===== config.mk =====
export PLATFORM = sky130hd
export DESIGN_NAME = ccd_clock_sequencer
export DESIGN_NICKNAME = d
export VERILOG_FILES = /design/src/ccd_seq_pkg.sv /design/src/seq_timer_if.sv /design/src/ccd_clock_sequencer.sv /design/src/seq_timer.sv
export SDC_FILE = /design/constraint.sdc
export NUM_CORES = 1
export LEC_CHECK = 0
export BUFFER_PORTS_ARGS = -buffer_cell sky130_fd_sc_hd__buf_2
export CAP_MARGIN = 20
export CORE_ASPECT_RATIO = 1.4
export CORE_MARGIN = 2
export CORE_UTILIZATION = 28
export DETAILED_ROUTE_END_ITERATION = 12
export SYNTH_ARGS = -nofsm -noshare
export SYNTH_HDL_FRONTEND = slang
export SYNTH_SLANG_ARGS = --single-unit

===== constraint.sdc =====
create_clock -name clk -period 6.2 [get_ports clk]
set_input_delay 0.31 -clock clk [delete_from_list [all_inputs] [get_ports clk]]
set_output_delay 0.31 -clock clk [all_outputs]
set_load 0.01 [all_outputs]

===== src/ccd_seq_pkg.sv =====
package ccd_seq_pkg;

  localparam int CLK_PERIOD_PS    = 8000;
  localparam int TMR_W            = 16;

  // image clock times, ns
  localparam int T_IMG_PERIOD_NS  = 15000;
  localparam int T_IMG_WIDTH_NS   = 8000;
  localparam int T_IMG_OVERLAP_NS = 3000;
  localparam int T_IMG_LOW_NS     = 2000;
  localparam int T_DIR_NS         = 3000;
  localparam int T_DRI_NS         = 1000;

  // register clock times
  localparam int T_REG_PERIOD_NS  = 150;
  localparam int T_REG_OVERLAP_NS = 10;
  localparam int T_RESET_NS       = 20;
  localparam int PIX_RATE_KHZ     = 6000;

  // least times round up to whole cycles
  localparam int IMG_OVL_CYC  = (T_IMG_OVERLAP_NS * 1000 + CLK_PERIOD_PS - 1)
                                / CLK_PERIOD_PS;
  localparam int IMG_LOW_CYC  = (T_IMG_LOW_NS * 1000 + CLK_PERIOD_PS - 1)
                                / CLK_PERIOD_PS;
  // single-high dwell padded so every pulse meets the width minimum
  localparam int IMG_SGL_CYC  = ((T_IMG_WIDTH_NS - T_IMG_OVERLAP_NS) * 1000
                                + CLK_PERIOD_PS - 1) / CLK_PERIOD_PS;
  localparam int DIR_CYC      = (T_DIR_NS * 1000 + CLK_PERIOD_PS - 1)
                                / CLK_PERIOD_PS;
  localparam int DRI_CYC      = (T_DRI_NS * 1000 + CLK_PERIOD_PS - 1)
                                / CLK_PERIOD_PS;
  localparam int REG_OVL_CYC  = (T_REG_OVERLAP_NS * 1000 + CLK_PERIOD_PS - 1)
                                / CLK_PERIOD_PS;
  localparam int RST_CYC      = (T_RESET_NS * 1000 + CLK_PERIOD_PS - 1)
                                / CLK_PERIOD_PS;
  localparam int REG_PER_CYC  = (T_REG_PERIOD_NS * 1000 + CLK_PERIOD_PS - 1)
                                / CLK_PERIOD_PS;
  // pixel period from the 6 MHz ceiling, never under the register minimum
  localparam int PIX_RATE_CYC = (1000000000 / CLK_PERIOD_PS + PIX_RATE_KHZ - 1)
                                / PIX_RATE_KHZ;
  localparam int PIX_CYC      = (PIX_RATE_CYC > REG_PER_CYC) ? PIX_RATE_CYC
                                : REG_PER_CYC;
  // outside short phase-two mode, each phase alone-high for half of what the overlaps leave
  localparam int HALF_CYC     = (PIX_CYC - 2 * REG_OVL_CYC + 1) / 2;
  localparam int PH2_REST_CYC = HALF_CYC - RST_CYC;
  localparam int PH1_CYC      = HALF_CYC;
  localparam int PH2_SHORT_CYC = 1;
  localparam int PH1_LONG_CYC = PIX_CYC - 2 * REG_OVL_CYC - RST_CYC
                                - PH2_SHORT_CYC;

  // image steps of one row and register steps of one pixel
  localparam int IMG_LAST_STEP = 6;
  localparam int PIX_LAST_STEP = 4;

  // register step kinds, listed in low-noise time order
  localparam logic [2:0] K_PH2_RST = 3'h0;
  localparam logic [2:0] K_PH2     = 3'h1;
  localparam logic [2:0] K_BOTH_A  = 3'h2;
  localparam logic [2:0] K_PH1     = 3'h3;
  localparam logic [2:0] K_BOTH_B  = 3'h4;

  typedef enum logic [4:0] {
    ST_IDLE = 5'h01,
    ST_IMG  = 5'h02,
    ST_DIR  = 5'h04,
    ST_PIX  = 5'h08,
    ST_DRI  = 5'h10
  } seq_state_t;

endpackage : ccd_seq_pkg


===== src/seq_timer_if.sv =====
`timescale 1ns/1ps
// dwell timer carrier between sequencer and its timer
interface seq_timer_if
  import ccd_seq_pkg::*;
  ();
  logic             load;
  logic [TMR_W-1:0] len;
  logic             done;

  modport ctrl  (output load, output len, input done);
  modport timer (input load, input len, output done);
endinterface : seq_timer_if

===== src/ccd_clock_sequencer.sv =====
`timescale 1ns/1ps
module ccd_clock_sequencer
  import ccd_seq_pkg::*;
#(
  parameter int ROWS = 1152,
  parameter int COLS = 1252
)
(
  input  wire logic       clk,
  input  wire logic       rst_n,
  input  wire logic       frame_start,
  input  wire logic       cfg_fast_dir,
  input  wire logic       cfg_frame_transfer,
  input  wire logic       cfg_short_ph2,
  output logic [2:0]      image_a_ph,
  output logic [2:0]      image_b_ph,
  output logic            reg_ph1,
  output logic            reg_ph2,
  output logic            out_reset,
  output logic            busy,
  output logic            frame_done
);
  import ccd_seq_pkg::*;

  localparam int CNT_W = 11;

  seq_timer_if tmr ();

  seq_timer u_timer (
    .clk   (clk),
    .rst_n (rst_n),
    .tmr   (tmr)
  );

  seq_state_t       state_reg;
  seq_state_t       state_next;
  logic [2:0]       istep_reg;
  logic [2:0]       istep_next;
  logic [2:0]       pstep_reg;
  logic [2:0]       pstep_next;
  logic [CNT_W-1:0] row_reg;
  logic [CNT_W-1:0] row_next;
  logic [CNT_W-1:0] col_reg;
  logic [CNT_W-1:0] col_next;
  logic             fast_reg;
  logic             fast_next;
  logic             ft_reg;
  logic             ft_next;
  logic             short_reg;
  logic             short_next;
  logic [2:0]       kind_next;

  // image phase pattern {ph3,ph2,ph1}: 3, 3+1, 1, 1+2, 2, 2+3, 3
  function automatic logic [2:0] img_pattern(input logic [2:0] s);
    case (s)
      3'h0:    img_pattern = 3'h4;
      3'h1:    img_pattern = 3'h5;
      3'h2:    img_pattern = 3'h1;
      3'h3:    img_pattern = 3'h3;
      3'h4:    img_pattern = 3'h2;
      3'h5:    img_pattern = 3'h6;
      3'h6:    img_pattern = 3'h4;
      default: img_pattern = 3'h0;
    endcase
  endfunction : img_pattern

  // odd steps are overlaps, even steps have one phase high
  function automatic logic [TMR_W-1:0] img_dwell(input logic [2:0] s);
    if (s[0])
      img_dwell = TMR_W'(IMG_OVL_CYC);
    else if (IMG_SGL_CYC > IMG_LOW_CYC)
      img_dwell = TMR_W'(IMG_SGL_CYC);
    else
      img_dwell = TMR_W'(IMG_LOW_CYC);
  endfunction : img_dwell

  // fast direction runs the same steps rotated so phase one leads
  function automatic logic [2:0] pix_kind(input logic [2:0] s,
                                          input logic       fast);
    if (!fast)
      pix_kind = s;
    else if (s >= 3'h2)
      pix_kind = s - 3'h2;
    else
      pix_kind = s + 3'h3;
  endfunction : pix_kind

  function automatic logic [TMR_W-1:0] pix_dwell(input logic [2:0] k,
                                                 input logic       short);
    case (k)
      K_PH2_RST: pix_dwell = TMR_W'(RST_CYC);
      K_PH2:     pix_dwell = short ? TMR_W'(PH2_SHORT_CYC)
                                   : TMR_W'(PH2_REST_CYC);
      K_PH1:     pix_dwell = short ? TMR_W'(PH1_LONG_CYC)
                                   : TMR_W'(PH1_CYC);
      default:   pix_dwell = TMR_W'(REG_OVL_CYC);
    endcase
  endfunction : pix_dwell

  // sequence control: frame, row, pixel and step walking
  always_comb
  begin
    state_next = state_reg;
    istep_next = istep_reg;
    pstep_next = pstep_reg;
    row_next   = row_reg;
    col_next   = col_reg;
    fast_next  = fast_reg;
    ft_next    = ft_reg;
    short_next = short_reg;
    tmr.load   = 1'b0;
    tmr.len    = '0;
    case (state_reg)
      ST_IDLE:
      begin
        if (frame_start)
        begin
          // modes sampled only here, so a frame never changes mid-way
          fast_next  = cfg_fast_dir;
          ft_next    = cfg_frame_transfer;
          short_next = cfg_short_ph2;
          row_next   = '0;
          istep_next = 3'h0;
          state_next = ST_IMG;
          tmr.load   = 1'b1;
          tmr.len    = img_dwell(3'h0);
        end
      end
      ST_IMG:
      begin
        if (tmr.done)
        begin
          if (istep_reg == 3'(IMG_LAST_STEP))
          begin
            state_next = ST_DIR;
            tmr.load   = 1'b1;
            tmr.len    = TMR_W'(DIR_CYC);
          end
          else
          begin
            istep_next = istep_reg + 3'h1;
            tmr.load   = 1'b1;
            tmr.len    = img_dwell(istep_reg + 3'h1);
          end
        end
      end
      ST_DIR:
      begin
        if (tmr.done)
        begin
          state_next = ST_PIX;
          pstep_next = 3'h0;
          col_next   = '0;
          tmr.load   = 1'b1;
          tmr.len    = pix_dwell(pix_kind(3'h0, fast_reg), short_reg);
        end
      end
      ST_PIX:
      begin
        if (tmr.done)
        begin
          if (pstep_reg != 3'(PIX_LAST_STEP))
          begin
            pstep_next = pstep_reg + 3'h1;
            tmr.load   = 1'b1;
            tmr.len    = pix_dwell(pix_kind(pstep_reg + 3'h1, fast_reg),
                                   short_reg);
          end
          else if (col_reg != CNT_W'(COLS - 1))
          begin
            col_next   = col_reg + CNT_W'(1);
            pstep_next = 3'h0;
            tmr.load   = 1'b1;
            tmr.len    = pix_dwell(pix_kind(3'h0, fast_reg), short_reg);
          end
          else
          begin
            state_next = ST_DRI;
            tmr.load   = 1'b1;
            tmr.len    = TMR_W'(DRI_CYC);
          end
        end
      end
      ST_DRI:
      begin
        if (tmr.done)
        begin
          if (row_reg == CNT_W'(ROWS - 1))
            state_next = ST_IDLE;
          else
          begin
            row_next   = row_reg + CNT_W'(1);
            istep_next = 3'h0;
            state_next = ST_IMG;
            tmr.load   = 1'b1;
            tmr.len    = img_dwell(3'h0);
          end
        end
      end
      default:
      begin
        state_next = ST_IDLE;
      end
    endcase
  end

  always_ff @(posedge clk)
  begin
    if (!rst_n)
    begin
      state_reg <= ST_IDLE;
      istep_reg <= 3'h0;
      pstep_reg <= 3'h0;
      row_reg   <= '0;
      col_reg   <= '0;
      fast_reg  <= 1'b0; // low-noise amp by default
      ft_reg    <= 1'b0;
      short_reg <= 1'b0;
    end
    else
    begin
      state_reg <= state_next;
      istep_reg <= istep_next;
      pstep_reg <= pstep_next;
      row_reg   <= row_next;
      col_reg   <= col_next;
      fast_reg  <= fast_next;
      ft_reg    <= ft_next;
      short_reg <= short_next;
    end
  end

  logic [2:0] img_ph_reg;
  logic [2:0] img_ph_next;
  logic [2:0] img_a_reg;
  logic [2:0] img_a_next;
  logic       ph1_reg;
  logic       ph1_next;
  logic       ph2_reg;
  logic       ph2_next;
  logic       rst_pulse_reg;
  logic       rst_pulse_next;
  logic       busy_reg;
  logic       busy_next;
  logic       done_reg;
  logic       done_next;

  assign kind_next = pix_kind(pstep_next, fast_next);

  // pin levels from the next state, so every pin is a flop
  always_comb
  begin
    img_ph_next    = 3'h0; // all low while integrating
    ph1_next       = 1'b1; // register open to take the row
    ph2_next       = 1'b1;
    rst_pulse_next = 1'b0;
    if (state_next == ST_IMG)
      img_ph_next = img_pattern(istep_next);
    if (state_next == ST_PIX)
    begin
      case (kind_next)
        K_PH2_RST:
        begin
          ph1_next       = 1'b0;
          rst_pulse_next = 1'b1;
        end
        K_PH2:   ph1_next = 1'b0;
        K_PH1:   ph2_next = 1'b0;
        default: ph1_next = 1'b1;
      endcase
    end
    // section A idles low in frame transfer to keep collecting
    img_a_next = ft_next ? 3'h0 : img_ph_next;
    busy_next  = (state_next != ST_IDLE);
    done_next  = (state_reg == ST_DRI) && (state_next == ST_IDLE);
  end

  always_ff @(posedge clk)
  begin
    if (!rst_n)
    begin
      img_ph_reg    <= 3'h0;
      img_a_reg     <= 3'h0;
      ph1_reg       <= 1'b1;
      ph2_reg       <= 1'b1;
      rst_pulse_reg <= 1'b0;
      busy_reg      <= 1'b0;
      done_reg      <= 1'b0;
    end
    else
    begin
      img_ph_reg    <= img_ph_next;
      img_a_reg     <= img_a_next;
      ph1_reg       <= ph1_next;
      ph2_reg       <= ph2_next;
      rst_pulse_reg <= rst_pulse_next;
      busy_reg      <= busy_next;
      done_reg      <= done_next;
    end
  end

  assign image_b_ph = img_ph_reg;
  assign image_a_ph = img_a_reg;
  assign reg_ph1    = ph1_reg;
  assign reg_ph2    = ph2_reg;
  assign out_reset  = rst_pulse_reg;
  assign busy       = busy_reg;
  assign frame_done = done_reg;

endmodule : ccd_clock_sequencer


===== src/seq_timer.sv =====
`timescale 1ns/1ps
module seq_timer
  import ccd_seq_pkg::*;
(
  input  wire logic  clk,
  input  wire logic  rst_n,
  seq_timer_if.timer tmr
);
  import ccd_seq_pkg::*;

  logic [TMR_W-1:0] cnt_reg;
  logic [TMR_W-1:0] cnt_next;

  // load len-1 so a step lasts exactly len cycles
  always_comb
  begin
    cnt_next = cnt_reg;
    if (tmr.load)
      cnt_next = tmr.len - TMR_W'(1);
    else if (cnt_reg != '0)
      cnt_next = cnt_reg - TMR_W'(1);
  end

  always_ff @(posedge clk)
  begin
    if (!rst_n)
      cnt_reg <= '0;
    else
      cnt_reg <= cnt_next;
  end

  assign tmr.done = (cnt_reg == '0);

endmodule : seq_timer


==> results.sh <==
export IMPL_final_cells=670
export IMPL_synth_flop_cell="dfxtp_1"
export IMPL_leakagePower_nw=1.595
export IMPL_worstPathArrival_ps=4170
export IMPL_start_util_pct=28.69
export IMPL_drive_gt1_share_pct=14.43
export IMPL_antenna_found_initial=0
export IMPL_hold_viol_final=0
export IMPL_skew_ps=6.120
export IMPL_critPathCaptureType="register"
export IMPL_vias_per_cell=5.287
export IMPL_finalSetupViolations=0
export IMPL_fill_cells=1525
export IMPL_whs_endpoint="short_reg"
export IMPL_hold_path_startpoint="cfg_short_ph2"
export IMPL_die_h_microns=145.3
export IMPL_place_area_sq_um=4188
export IMPL_design_core_area_sq_um=13910
export IMPL_synth_nets=488
export IMPL_outcome="finished, final reports clean"
export IMPL_tightest_slew_ps=732.1
export IMPL_async_flop_share_pct=0
export IMPL_syn_inst=468
export IMPL_peakVddDrop_mv=0.1617
export IMPL_die_area_sq_um=15240
export IMPL_synth_edff_count=0
export IMPL_r2r_cells=11
export IMPL_synth_most_common_cell="nor2_1"
export IMPL_path_class="register to register"
export IMPL_vias=3542
export IMPL_timing_rr_start="u_timer.cnt_reg[7]"
export IMPL_tns_ps=0
export IMPL_io_pins=17
export IMPL_nets=500
export IMPL_antenna_cells=0
export IMPL_antenna_left=0
export IMPL_preCtsSetupSlack_ps=2321
export IMPL_largest_reg_flops=16
export IMPL_rsz0062_at_grt="no"
export IMPL_period_share_pct=63.57
export IMPL_synth_seq_cells=63
export IMPL_drt_wl_total_mm=9.873
export IMPL_grt_ovfl_total=0
export IMPL_dp_hpwl_mm=7.422
export IMPL_grt_pass1_wl_mm=16.75
export IMPL_die_w_microns=104.9
export IMPL_cts_hold_buffers_added=0
export IMPL_first_iter_violations=166
export IMPL_cts_setup_buffers=0
export IMPL_worst_slack_ps=2259
export IMPL_gp_congestion=0.8149
export IMPL_cts_buffers=9
export IMPL_clk_pin_slew_worst_paths_ps=60
export IMPL_drcViolationCount=0
export IMPL_startpoint="u_timer.cnt_reg[7]"
export IMPL_synth_top_area_share_pct=31.60
export IMPL_port_buffers=16
export IMPL_worstPathRequired_ps=6430
export IMPL_dr_pass1_iters=4
export IMPL_stdcell_area_sq_um=4464
export IMPL_p_total_mw=1.366
export IMPL_regToRegSetupSlack_ps=2260
export IMPL_synthTopCellsByCount="64 x nor2_1, 63 x dfxtp_1, 38 x nand2_1"
export IMPL_place_inst=654
export IMPL_cts_buffer_depth=2
export IMPL_drv_slew=0
export IMPL_cts_tree="built"
export IMPL_whs_path_depth=3
export IMPL_htreeDepth=3
export IMPL_critPathMaxFanout=18
export IMPL_max_freq_mhz=253.7
export IMPL_clkLatencyLatePin_ps=330
export IMPL_ctsResizeCount=0
export IMPL_cp_start_kind="register"
export IMPL_synth_distinct_cells=89
export IMPL_yosys_area_top_type="dfxtp_1"
export IMPL_synth_area_per_cell_sq_um=8.528
export IMPL_wire_per_inst_microns=14.74
export IMPL_cellPowerDensity_nw_per_um2=305.9
export IMPL_ys_warn_count=0
export IMPL_first_global_vias=3550
export IMPL_cts_root_buf="clkbuf_16"
export IMPL_syn_to_final_growth_pct=11.85
export IMPL_syn_area_sq_um=3991
export IMPL_ys_seq_area_share_pct=31.60
export IMPL_r2r_end="reg_ph2"
export IMPL_fp_row_count=51
export IMPL_maxSlewHeadroom_pct=51.14
export IMPL_hold_class="input port to register"
export IMPL_clock_sinks=63
export IMPL_drv_cap=0
export IMPL_min_period_ps=3941
export IMPL_synth_top_cells_by_area="dfxtp_1 32%, nor2_1 6.0%, ha_1 4.4%"
export IMPL_track_usage_pct=13.41
export IMPL_grt_max_degree=19
cell usage in the layout (no fill, tap or decap), drive strengths merged, types with 11 or more instances in the layout:
master / synthesis / routed
nand3: 23 / 23
nor4: 12 / 12
ha: 14 / 14
clkbuf: 8 / 11
buf: 7 / 16
nor3: 12 / 12
dfxtp: 63 / 63
nor2: 65 / 65
o21ai: 22 / 22
xor2: 20 / 20
nand2: 40 / 40
inv: 16 / 16
a21oi: 18 / 18
how the worst max path moves through the flow:
stage,endpoint,slack [ps]
global route,reg_ph2,1940
detailed placement,reg_ph2,2320
CTS,reg_ph2,2290
finish,reg_ph2,2260
floorplan,u_timer.cnt_reg[12],2960
global placement,reg_ph2,2480
report_power, final:
part | total (mW) | switching, mW | internal [mW]
Combinational | 0.426 | 0.274 | 0.153
Sequential | 0.472 | 0.0310 | 0.441
Clock | 0.467 | 0.187 | 0.280
layer usage:
layer | up-vias | global-route usage, % | share of wire [%]
met4 | 0 | 6.667 | 2.7
met5 | - | 0 | 0
met2 | 62 | 23.93 | 53
li1 | 1743 | - | -
met1 | 1717 | 15.20 | 41
met3 | 20 | 2.246 | 2.7
cells by family (layout without fill, tap and decap cells):
family	count (synthesis)	count (layout)	share of synthesized area, %
AO/OA/AOI/OAI	102	102	20.66
XOR/XNOR	26	26	5.705
adder cells (fa/ha/maj)	14	14	4.389
buffers and inverters	31	48	4.389
flip-flops	63	63	31.60
multiplexers	6	6	1.536
AND/OR/NAND/NOR	226	226	31.72
critical path: stages (launching register included):
cell,delay [ps]
dfxtp_1,360
nor4_2,350
nand3_1,460
nor2_2,740
a31oi_1,160
a21oi_1,450
ha_1,260
o21ai_0,150
o21ai_0,290
nor2_1,100
or3_1,330
a21o_1,180
area by class of cell:
cell class | count | area [sq um] | share of cell area, %
clock buffer | 11 | 242.7 | 5.437
clock inverter | 5 | 33.78 | 0.7567
inverter | 16 | 60.06 | 1.345
multi-input combinational | 374 | 2555 | 57.23
sequential | 63 | 1261 | 28.25
tap | 185 | 231.5 | 5.185
timing repair buffer | 16 | 80.08 | 1.794
stage by stage:
step           utilization [%]  hold slack [ps]
4_1_cts                  32.09            237.9
6_report                 32.09            234.5
3_5_place_dp             30.10            462.5
5_1_grt                  32.09            249.0
2_1_floorplan                -            427.5
3_3_place_gp             30.10            448.8
No activity file was read; power rests on OpenSTA's default activity.
